### config.mk
export PLATFORM = sky130hd
export DESIGN_NAME = gswc_regs
export DESIGN_NICKNAME = d
export VERILOG_FILES = /design/src/inc/gswc_pkg.sv /design/src/rtl/gswc_regs.sv
export SDC_FILE = /design/constraint.sdc
export NUM_CORES = 1
export LEC_CHECK = 0
export BUFFER_PORTS_ARGS = -buffer_cell sky130_fd_sc_hd__buf_2
export CORE_MARGIN = 10
export CORE_UTILIZATION = 44
export CTS_CLUSTER_DIAMETER = 80
export DETAILED_ROUTE_END_ITERATION = 16
export PLACE_DENSITY_LB_ADDON = 0.2
export SYNTH_ARGS = -nofsm -noshare
export SYNTH_HDL_FRONTEND = slang
export SYNTH_SLANG_ARGS = --single-unit
export TNS_END_PERCENT = 10
### constraint.sdc
create_clock -name mclk_in -period 2.35 [get_ports mclk_in]
set_clock_uncertainty 0.1 [all_clocks]
set_input_delay 0.47 -clock mclk_in [delete_from_list [all_inputs] [get_ports mclk_in]]
set_output_delay 0.47 -clock mclk_in [all_outputs]
set_load 0.02 [all_outputs]
### src/inc/gswc_pkg.sv
package gswc_pkg;

  // Register addresses on the serial register port
  localparam logic [6:0] GSWC_ADDR_STATUS  = 7'h01;
  localparam logic [6:0] GSWC_ADDR_COUNTER = 7'h02;

  // Status flag bit positions
  localparam int GSWC_BIT_CHIP_RESET   = 0;
  localparam int GSWC_BIT_M0_SHUTDOWN  = 1;
  localparam int GSWC_BIT_REG_UNDERV   = 2;
  localparam int GSWC_BIT_MAP_DEFAULTS = 3;
  localparam int GSWC_BIT_SUP_UNDERV   = 4;
  localparam int GSWC_BIT_M1_SHUTDOWN  = 5;
  localparam int GSWC_FLAG_W           = 6;

  // Reset values
  localparam logic [5:0] GSWC_STATUS_RST  = 6'h09;
  localparam logic [7:0] GSWC_COUNTER_RST = 8'h00;

  // Register access request from the serial front end
  typedef struct packed {
    logic        valid;  // One-cycle access strobe
    logic        write;  // High for write, low for read
    logic [6:0]  addr;   // Register address
    logic [31:0] wdata;  // Write data
  } gswc_req_type;

  // Hazard inputs from the analog and driver blocks
  typedef struct packed {
    logic m0_shutdown;   // Motor 0 driver shut down
    logic m1_shutdown;   // Motor 1 driver shut down
    logic m0_overtemp;   // Motor 0 temperature above limit
    logic m1_overtemp;   // Motor 1 temperature above limit
    logic sup_underv;    // Motor supply undervoltage
    logic reg_underv;    // Regulator undervoltage
    logic quiesce_exit;  // Leaving low-power state
    logic map_defaults;  // Register map returned to defaults
  } gswc_evt_type;

endpackage : gswc_pkg

### src/rtl/gswc_regs.sv
`timescale 1ns/10ps
module gswc_regs
  import gswc_pkg::*;
(
  // Clock and reset
  input  wire logic         mclk_in,
  input  wire logic         rst_n_in,
  // Register access from serial front end
  input  wire gswc_req_type req_in,
  input  wire logic         req_ok_in,
  input  wire logic         spi_mode_in,
  output logic [31:0]       rdata_out,
  // Hazard events
  input  wire gswc_evt_type evt_in,
  // Driver enable to bridges
  output logic              drv_enable_out
);

  ////////////////////////////////////////////////////////////////////////
  // Decode
  // The serial front end hands over one strobe per checked frame.
  // req_ok_in tells a good frame from a damaged one; only good writes
  // may touch the flags or advance the counter.
  // Reads are decoded here as well but alter nothing except rdata_out, so a
  // host may poll as often as it likes without side effects.
  // The SPI select is a level and is assumed stable around a frame.

  logic [5:0] flags;       // Sticky status flags
  logic [7:0] wr_count;    // Successful UART write count
  logic [5:0] set_vec;     // Setting events this cycle
  logic [5:0] clr_vec;     // Clear requests this cycle
  logic [5:0] next_flags;  // Next flag state
  logic       status_wr;   // Good write to status
  logic       count_hit;   // Counted write

  // Write to status register only when the frame checked out
  assign status_wr = req_in.valid & req_in.write & req_ok_in &
                     (req_in.addr == GSWC_ADDR_STATUS);

  // Any good UART write counts, whatever its target
  assign count_hit = req_in.valid & req_in.write & req_ok_in & ~spi_mode_in;

  ////////////////////////////////////////////////////////////////////////
  // Flag set and clear
  // Every flag is sticky: a cause that comes and goes leaves its mark
  // until the host writes a one to that bit position.
  // Hazard: the host clear and a fresh cause may meet in one cycle.
  // The cause wins so that no event is ever silently swallowed; the
  // host simply sees the flag again on its next poll.
  // Chip reset has no event source after reset; only the reset value
  // sets it, and one clear removes it for good.

  // Event vector, one bit per flag
  always_comb begin
    set_vec = '0;
    set_vec[GSWC_BIT_M0_SHUTDOWN]  = evt_in.m0_shutdown;
    set_vec[GSWC_BIT_M1_SHUTDOWN]  = evt_in.m1_shutdown;
    set_vec[GSWC_BIT_SUP_UNDERV]   = evt_in.sup_underv;
    set_vec[GSWC_BIT_MAP_DEFAULTS] = evt_in.map_defaults;
    set_vec[GSWC_BIT_REG_UNDERV]   = evt_in.reg_underv |
                                     evt_in.quiesce_exit;
  end

  // Clear vector; hot drivers refuse the clear
  always_comb begin
    clr_vec = status_wr ? req_in.wdata[GSWC_FLAG_W-1:0] : '0;
    if (evt_in.m0_overtemp) begin
      clr_vec[GSWC_BIT_M0_SHUTDOWN] = 1'b0;
    end
    if (evt_in.m1_overtemp) begin
      clr_vec[GSWC_BIT_M1_SHUTDOWN] = 1'b0;
    end
  end

  // Set beats clear so a coincident event is not lost
  assign next_flags = (flags & ~clr_vec) | set_vec;

  // Flag register; reset value marks chip and map reset
  always_ff @(posedge mclk_in or negedge rst_n_in) begin
    if (!rst_n_in) begin
      flags <= GSWC_STATUS_RST;
    end else begin
      flags <= next_flags;
    end
  end

  ////////////////////////////////////////////////////////////////////////
  // Write counter
  // Counts every good UART write, whatever its target address, so the
  // host can compare its own tally against ours and spot lost frames.
  // Frozen while SPI is selected: that link has its own integrity.
  // No saturation and no overflow flag; the host compares modulo 256.
  // Limitation: a burst of more than 255 unchecked writes aliases.

  // Plain 8-bit increment wraps naturally
  always_ff @(posedge mclk_in or negedge rst_n_in) begin
    if (!rst_n_in) begin
      wr_count <= GSWC_COUNTER_RST;
    end else if (count_hit) begin
      wr_count <= wr_count + 8'h01;
    end
  end

  ////////////////////////////////////////////////////////////////////////
  // Read data and driver enable
  // Read data is registered so the output never glitches with the bus;
  // the price is one cycle of latency, which the front end absorbs.
  // The word stands until the next read replaces it.
  // The bridge enable follows the regulator one cycle late, which is
  // far shorter than any undervoltage the bridges could suffer from.

  // Registered read data, presented the cycle after a read
  always_ff @(posedge mclk_in or negedge rst_n_in) begin
    if (!rst_n_in) begin
      rdata_out <= 32'h0000_0000;
    end else if (req_in.valid && !req_in.write) begin
      unique case (req_in.addr)
        GSWC_ADDR_STATUS:  rdata_out <= {26'h0, flags};
        GSWC_ADDR_COUNTER: rdata_out <= {24'h0, wr_count};
        default:           rdata_out <= 32'h0000_0000;
      endcase
    end
  end

  // Bridges off for as long as the regulator is low
  always_ff @(posedge mclk_in or negedge rst_n_in) begin
    if (!rst_n_in) begin
      drv_enable_out <= 1'b0;
    end else begin
      drv_enable_out <= ~evt_in.reg_underv;
    end
  end

  ////////////////////////////////////////////////////////////////////////
  // Checks
  // Each property samples at the rising clock edge and is silenced
  // during reset, where the flags are forced to their reset value.
  // Set checks look one cycle after the cause; hold checks look one
  // cycle after any cycle without a clear of that bit, or for chip reset after any cycle without a status write.
  // Clear checks only fire when no cause and no hot bridge interfere,
  // so they stay quiet in the priority and refusal cases.
  // Read checks compare the registered word against the state that
  // stood at the edge which took the read.
  // The increment check uses $past so it holds across the wrap.
  // Covers at the end mark the scenarios that must be exercised.

  chk_m0_set: assert property (@(posedge mclk_in) disable iff (!rst_n_in)
    evt_in.m0_shutdown |=> flags[GSWC_BIT_M0_SHUTDOWN])
    else $error("motor0 shutdown flag not set");
  chk_hot_clear: assert property (@(posedge mclk_in) disable iff (!rst_n_in)
    flags[GSWC_BIT_M1_SHUTDOWN] && evt_in.m1_overtemp |=> flags[GSWC_BIT_M1_SHUTDOWN])
    else $error("motor1 flag cleared while hot");
  chk_sup_set: assert property (@(posedge mclk_in) disable iff (!rst_n_in)
    evt_in.sup_underv |=> flags[GSWC_BIT_SUP_UNDERV])
    else $error("supply flag not set");
  chk_ldo_drv: assert property (@(posedge mclk_in) disable iff (!rst_n_in)
    evt_in.reg_underv |=> !drv_enable_out && flags[GSWC_BIT_REG_UNDERV])
    else $error("regulator undervoltage not handled");
  chk_quiesce_set: assert property (@(posedge mclk_in) disable iff (!rst_n_in)
    evt_in.quiesce_exit |=> flags[GSWC_BIT_REG_UNDERV])
    else $error("quiesce exit flag not set");
  chk_count_inc: assert property (@(posedge mclk_in) disable iff (!rst_n_in)
    count_hit |=> wr_count == $past(wr_count) + 8'h01)
    else $error("counter did not advance");
  chk_count_hold: assert property (@(posedge mclk_in) disable iff (!rst_n_in)
    (req_in.valid && !req_in.write) || spi_mode_in |=> $stable(wr_count))
    else $error("counter moved on read or spi");
  chk_count_wrap: assert property (@(posedge mclk_in) disable iff (!rst_n_in)
    count_hit && wr_count == 8'hff |=> wr_count == 8'h00)
    else $error("counter did not wrap");
  chk_sticky_hold: assert property (@(posedge mclk_in) disable iff (!rst_n_in)
    flags[GSWC_BIT_CHIP_RESET] && !status_wr |=> flags[GSWC_BIT_CHIP_RESET])
    else $error("flag dropped without clear");
  chk_set_wins: assert property (@(posedge mclk_in) disable iff (!rst_n_in)
    status_wr && req_in.wdata[GSWC_BIT_MAP_DEFAULTS] && evt_in.map_defaults
    |=> flags[GSWC_BIT_MAP_DEFAULTS])
    else $error("clear beat event");

  // Second motor follows the same shutdown path as the first
  chk_m1_set: assert property (@(posedge mclk_in) disable iff (!rst_n_in)
    evt_in.m1_shutdown |=> flags[GSWC_BIT_M1_SHUTDOWN])
    else $error("motor1 shutdown flag not set");

  // A hot motor 0 bridge keeps its flag even under a clear
  chk_hot_hold0: assert property (@(posedge mclk_in) disable iff (!rst_n_in)
    flags[GSWC_BIT_M0_SHUTDOWN] && evt_in.m0_overtemp |=> flags[GSWC_BIT_M0_SHUTDOWN])
    else $error("motor0 flag cleared while hot");

  // Register map defaults event
  chk_map_set: assert property (@(posedge mclk_in) disable iff (!rst_n_in)
    evt_in.map_defaults |=> flags[GSWC_BIT_MAP_DEFAULTS])
    else $error("map defaults flag not set");

  // Clearing the chip reset flag must take effect
  chk_clear_done: assert property (@(posedge mclk_in) disable iff (!rst_n_in)
    status_wr && req_in.wdata[GSWC_BIT_CHIP_RESET] |=> !flags[GSWC_BIT_CHIP_RESET])
    else $error("reset flag not cleared");

  // A cool motor 0 bridge lets its flag go
  chk_clear_m0: assert property (@(posedge mclk_in) disable iff (!rst_n_in)
    status_wr && req_in.wdata[GSWC_BIT_M0_SHUTDOWN] && !evt_in.m0_overtemp &&
    !evt_in.m0_shutdown |=> !flags[GSWC_BIT_M0_SHUTDOWN])
    else $error("motor0 flag not cleared");

  // A cool motor 1 bridge lets its flag go
  chk_clear_m1: assert property (@(posedge mclk_in) disable iff (!rst_n_in)
    status_wr && req_in.wdata[GSWC_BIT_M1_SHUTDOWN] && !evt_in.m1_overtemp &&
    !evt_in.m1_shutdown |=> !flags[GSWC_BIT_M1_SHUTDOWN])
    else $error("motor1 flag not cleared");

  // Supply flag clears on a one
  chk_clear_sup: assert property (@(posedge mclk_in) disable iff (!rst_n_in)
    status_wr && req_in.wdata[GSWC_BIT_SUP_UNDERV] && !evt_in.sup_underv
    |=> !flags[GSWC_BIT_SUP_UNDERV])
    else $error("supply flag not cleared");

  // Regulator flag clears once both of its causes are gone
  chk_clear_reg: assert property (@(posedge mclk_in) disable iff (!rst_n_in)
    status_wr && req_in.wdata[GSWC_BIT_REG_UNDERV] && !evt_in.reg_underv &&
    !evt_in.quiesce_exit |=> !flags[GSWC_BIT_REG_UNDERV])
    else $error("regulator flag not cleared");

  // A zero in the write data leaves the supply flag alone
  chk_zero_ignored: assert property (@(posedge mclk_in) disable iff (!rst_n_in)
    flags[GSWC_BIT_SUP_UNDERV] && !(status_wr && req_in.wdata[GSWC_BIT_SUP_UNDERV])
    |=> flags[GSWC_BIT_SUP_UNDERV])
    else $error("supply flag dropped without clear");

  // Regulator flag is latched past the end of its cause
  chk_reg_hold: assert property (@(posedge mclk_in) disable iff (!rst_n_in)
    flags[GSWC_BIT_REG_UNDERV] && !(status_wr && req_in.wdata[GSWC_BIT_REG_UNDERV])
    |=> flags[GSWC_BIT_REG_UNDERV])
    else $error("regulator flag dropped without clear");

  // Motor 0 flag is sticky
  chk_m0_hold: assert property (@(posedge mclk_in) disable iff (!rst_n_in)
    flags[GSWC_BIT_M0_SHUTDOWN] && !(status_wr && req_in.wdata[GSWC_BIT_M0_SHUTDOWN])
    |=> flags[GSWC_BIT_M0_SHUTDOWN])
    else $error("motor0 flag dropped without clear");

  // Motor 1 flag is sticky
  chk_m1_hold: assert property (@(posedge mclk_in) disable iff (!rst_n_in)
    flags[GSWC_BIT_M1_SHUTDOWN] && !(status_wr && req_in.wdata[GSWC_BIT_M1_SHUTDOWN])
    |=> flags[GSWC_BIT_M1_SHUTDOWN])
    else $error("motor1 flag dropped without clear");

  // Map defaults flag is sticky
  chk_map_hold: assert property (@(posedge mclk_in) disable iff (!rst_n_in)
    flags[GSWC_BIT_MAP_DEFAULTS] && !(status_wr && req_in.wdata[GSWC_BIT_MAP_DEFAULTS])
    |=> flags[GSWC_BIT_MAP_DEFAULTS])
    else $error("map flag dropped without clear");

  // A damaged frame never advances the counter
  chk_bad_frame: assert property (@(posedge mclk_in) disable iff (!rst_n_in)
    req_in.valid && req_in.write && !req_ok_in |=> $stable(wr_count))
    else $error("counter moved on bad frame");

  // Nothing but a counted write moves the counter
  chk_count_idle: assert property (@(posedge mclk_in) disable iff (!rst_n_in)
    !count_hit |=> $stable(wr_count))
    else $error("counter moved without a write");

  // SPI selection freezes the counter even on good writes
  chk_spi_freeze: assert property (@(posedge mclk_in) disable iff (!rst_n_in)
    spi_mode_in && req_in.valid && req_in.write && req_ok_in |=> $stable(wr_count))
    else $error("counter moved in spi mode");

  // Bridges come back once the regulator is good
  chk_drv_back: assert property (@(posedge mclk_in) disable iff (!rst_n_in)
    !evt_in.reg_underv |=> drv_enable_out)
    else $error("bridges not enabled");

  // Counter read returns the value at the taking edge
  chk_rd_counter: assert property (@(posedge mclk_in) disable iff (!rst_n_in)
    req_in.valid && !req_in.write && req_in.addr == GSWC_ADDR_COUNTER
    |=> rdata_out == {24'h0, $past(wr_count)})
    else $error("counter read mismatch");

  // Status read returns the flags at the taking edge
  chk_rd_status: assert property (@(posedge mclk_in) disable iff (!rst_n_in)
    req_in.valid && !req_in.write && req_in.addr == GSWC_ADDR_STATUS
    |=> rdata_out == {26'h0, $past(flags)})
    else $error("status read mismatch");

  cov_clear_reset: cover property (@(posedge mclk_in) disable iff (!rst_n_in)
    status_wr ##1 !flags[GSWC_BIT_CHIP_RESET]);
  cov_wrap: cover property (@(posedge mclk_in) disable iff (!rst_n_in)
    count_hit && wr_count == 8'hff);
  cov_hot_refuse: cover property (@(posedge mclk_in) disable iff (!rst_n_in)
    status_wr && evt_in.m0_overtemp && flags[GSWC_BIT_M0_SHUTDOWN]);

  // Motor 1 clear refused while hot
  cov_hot_m1: cover property (@(posedge mclk_in) disable iff (!rst_n_in)
    status_wr && evt_in.m1_overtemp && flags[GSWC_BIT_M1_SHUTDOWN]);

  // Event and clear of one flag in the same cycle
  cov_prio: cover property (@(posedge mclk_in) disable iff (!rst_n_in)
    status_wr && req_in.wdata[GSWC_BIT_M1_SHUTDOWN] && evt_in.m1_shutdown);

endmodule : gswc_regs

==> flow_metrics.env <==
export IMPL_cp_max_fo=5
export IMPL_total_leakage_power_nw=0.677
export IMPL_cp_start_kind="primary input"
export IMPL_setup_tns_ns=0
export IMPL_drt_pass1_iterations=4
export IMPL_area_growth_pct=11.8
export IMPL_slew_headroom_pct=62.2
export IMPL_cts_tree="built"
export IMPL_post_cts_buffers=0
export IMPL_grt_remaining_overflow=0
export IMPL_die_w_um=73.0
export IMPL_yosysTopAreaCell="dfrtp_1"
export IMPL_rsz0062_at_grt="no"
export IMPL_globalplace_congestion=0.738
export IMPL_critPathCaptureType="flop"
export IMPL_power_per_cell_area_nw_per_um2=590
export IMPL_comb_power_share_pct=19.1
export IMPL_io_pins=86
export IMPL_track_usage_pct=10.2
export IMPL_fmax_mhz=585
export IMPL_drv_cap=0
export IMPL_postCtsResizedCells=0
export IMPL_p_int_uw=558
export IMPL_min_period_ns=1.71
export IMPL_drt_wl_total_mm=2.80
export IMPL_vias_per_cell=4.86
export IMPL_nFillCells=264
export IMPL_netlist_area_sq_um=1240
export IMPL_min_path_type="in -> async"
export IMPL_postCtsHoldBufs=0
export IMPL_postLayoutCoreUtil_pct=50.6
export IMPL_antennaDiodeCount=0
export IMPL_hold_slack_ns=0.00806
export IMPL_final_common_cell="buf_2"
export IMPL_grt_pass1_wl_mm=4.35
export IMPL_syn_inst=122
export IMPL_first_global_vias=950
export IMPL_ys_types=32
export IMPL_cts_htree_levels=1
export IMPL_post_drt_wl_per_cell_um=14.8
export IMPL_vias=918
export IMPL_start_util_pct=45.3
export IMPL_reg2reg_depth=3
export IMPL_layout_drive_gt1_share_pct=27.8
export IMPL_clock_latency_ns=0.30
export IMPL_slew_violations=0
export IMPL_fin_nets=213
export IMPL_synth_top_area_share_pct=42.5
export IMPL_grt_max_degree=24
export IMPL_critPathRequiredTime_ns=2.46
export IMPL_cts_root_buf="clkbuf_4"
export IMPL_dp_hpwl_mm=2.37
export IMPL_clock_path_buffers=2
export IMPL_num_rows=19
export IMPL_p_clk_share_pct=22.0
export IMPL_path_clk_slew_ns=0.12
export IMPL_synthFlopType="dfrtp_1"
export IMPL_p_switching_uw=258
export IMPL_p_seq_share_pct=58.9
export IMPL_yosysWarningCount=0
export IMPL_antenna_found_initial=0
export IMPL_ys_top_cells_by_area="dfrtp_1 42%, buf_4 15%, dfstp_2 4.2%"
export IMPL_final_cell_mix="35 x buf_2, 24 x conb_1, 21 x dfrtp_1"
export IMPL_vdd_drop_max_v=0.000344
export IMPL_min_period_over_period_pct=72.8
export IMPL_cts_buffers=3
export IMPL_die_h_um=73.0
export IMPL_hold_violations=0
export IMPL_synth_seq_cells=23
export IMPL_setup_viol=0
export IMPL_criticalPathCategory="in -> reg"
export IMPL_p_sw_share_pct=31.6
export IMPL_crit_arrival_ns=1.82
export IMPL_dieArea_sq_um=5330
export IMPL_cts_num_sinks=23
export IMPL_yosysSeqAreaShare_pct=46.7
export IMPL_worstMarginPinSlew_ns=0.567
export IMPL_synth_avg_cell_area_sq_um=10.1
export IMPL_synthArstFlopShare_pct=100
export IMPL_portBuffers=35
export IMPL_drc=0
export IMPL_drtAntennaViolNets=0
export IMPL_synth_edf_count=0
export IMPL_outcome="complete, no violations"
export IMPL_core_sq_um=2730
export IMPL_drt_iter0_drc=54
-- final cells by class --
class | instances | area, sq um | share of cell area [%]
tap | 31 | 38.8 | 2.80
timing repair buffer | 37 | 190 | 13.7
sequential | 23 | 578 | 41.8
inverter | 5 | 18.8 | 1.36
multi-input combinational | 89 | 532 | 38.4
clock buffer | 4 | 26.3 | 1.90
-- critical path: stages --
cell    delay (ns)
buf_2         0.09
or4_4         0.55
or4_1         0.52
a21o_1        0.19
-- through the flow --
step	power (mW)	setup slack (ns)	cells	instance area, sq um
6_report	0.816	0.640	189	1380
5_1_grt	0.867	0.630	189	1380
4_1_cts	0.823	0.641	189	1380
3_5_place_dp	0.644	0.300	185	1360
3_3_place_gp	0.636	0.308	185	1360
2_1_floorplan	0.612	0.455	145	1320
-- registers in the layout, summed over array words and instances (netlist names) --
name,cells
rdata_out,8
wr_count,8
flags,6
drv_enable_out,1
-- routing by layer --
| layer | vias to the layer above | GRT usage (%) | part of all wire [%] |
|---|---|---|---|
| met5 | - | 0 | 0 |
| met4 | 0 | 3.80 | 0.68 |
| met3 | 2 | 3.27 | 7.7 |
| met2 | 25 | 18.5 | 54 |
| met1 | 440 | 10.4 | 38 |
| li1 | 451 | - | - |
-- power groups by stage --
stage | registers (mW) | logic [mW] | clock network [mW]
floorplan | 0.476 | 0.136 | 0
global placement | 0.484 | 0.151 | 0
detailed placement | 0.488 | 0.156 | 0
CTS | 0.480 | 0.157 | 0.187
global route | 0.486 | 0.175 | 0.206
finish | 0.481 | 0.156 | 0.179
-- synth_stat cells (all sizes together), types with 3 or more instances --
master,n
buf,25
nand2,10
xnor2,6
nor3,3
o31ai,6
a22oi,6
nor2,6
clkbuf,3
inv,5
or4,3
dfrtp,21
a31oi,3
-- logic make-up (layout without fill, tap and decap cells) --
family | Yosys count | in the layout | share of synthesized area (%)
mux | 1 | 1 | 0.910
other cells | 1 | 24 | 0.303
compound gates | 20 | 20 | 12.2
xor+xnor | 7 | 7 | 4.95
buf+inv | 33 | 46 | 17.3
fa+ha+maj | 1 | 1 | 1.01
simple gates | 36 | 36 | 16.6
flops | 23 | 23 | 46.7
-- path summary, 6_finish.rpt --
check                             start            to  slack, ns
max                          req_in[36]      flags[1]       0.64
min                            rst_n_in  rdata_out[5]      0.008
max reg2reg                 wr_count[2]   wr_count[7]       1.04
min reg2reg                rdata_out[1]  rdata_out[1]       0.39
max in group asynchronous      rst_n_in      flags[0]       1.78
min in group mclk_in          req_in[3]      flags[3]       0.20
(Power assumes the default switching activity.)
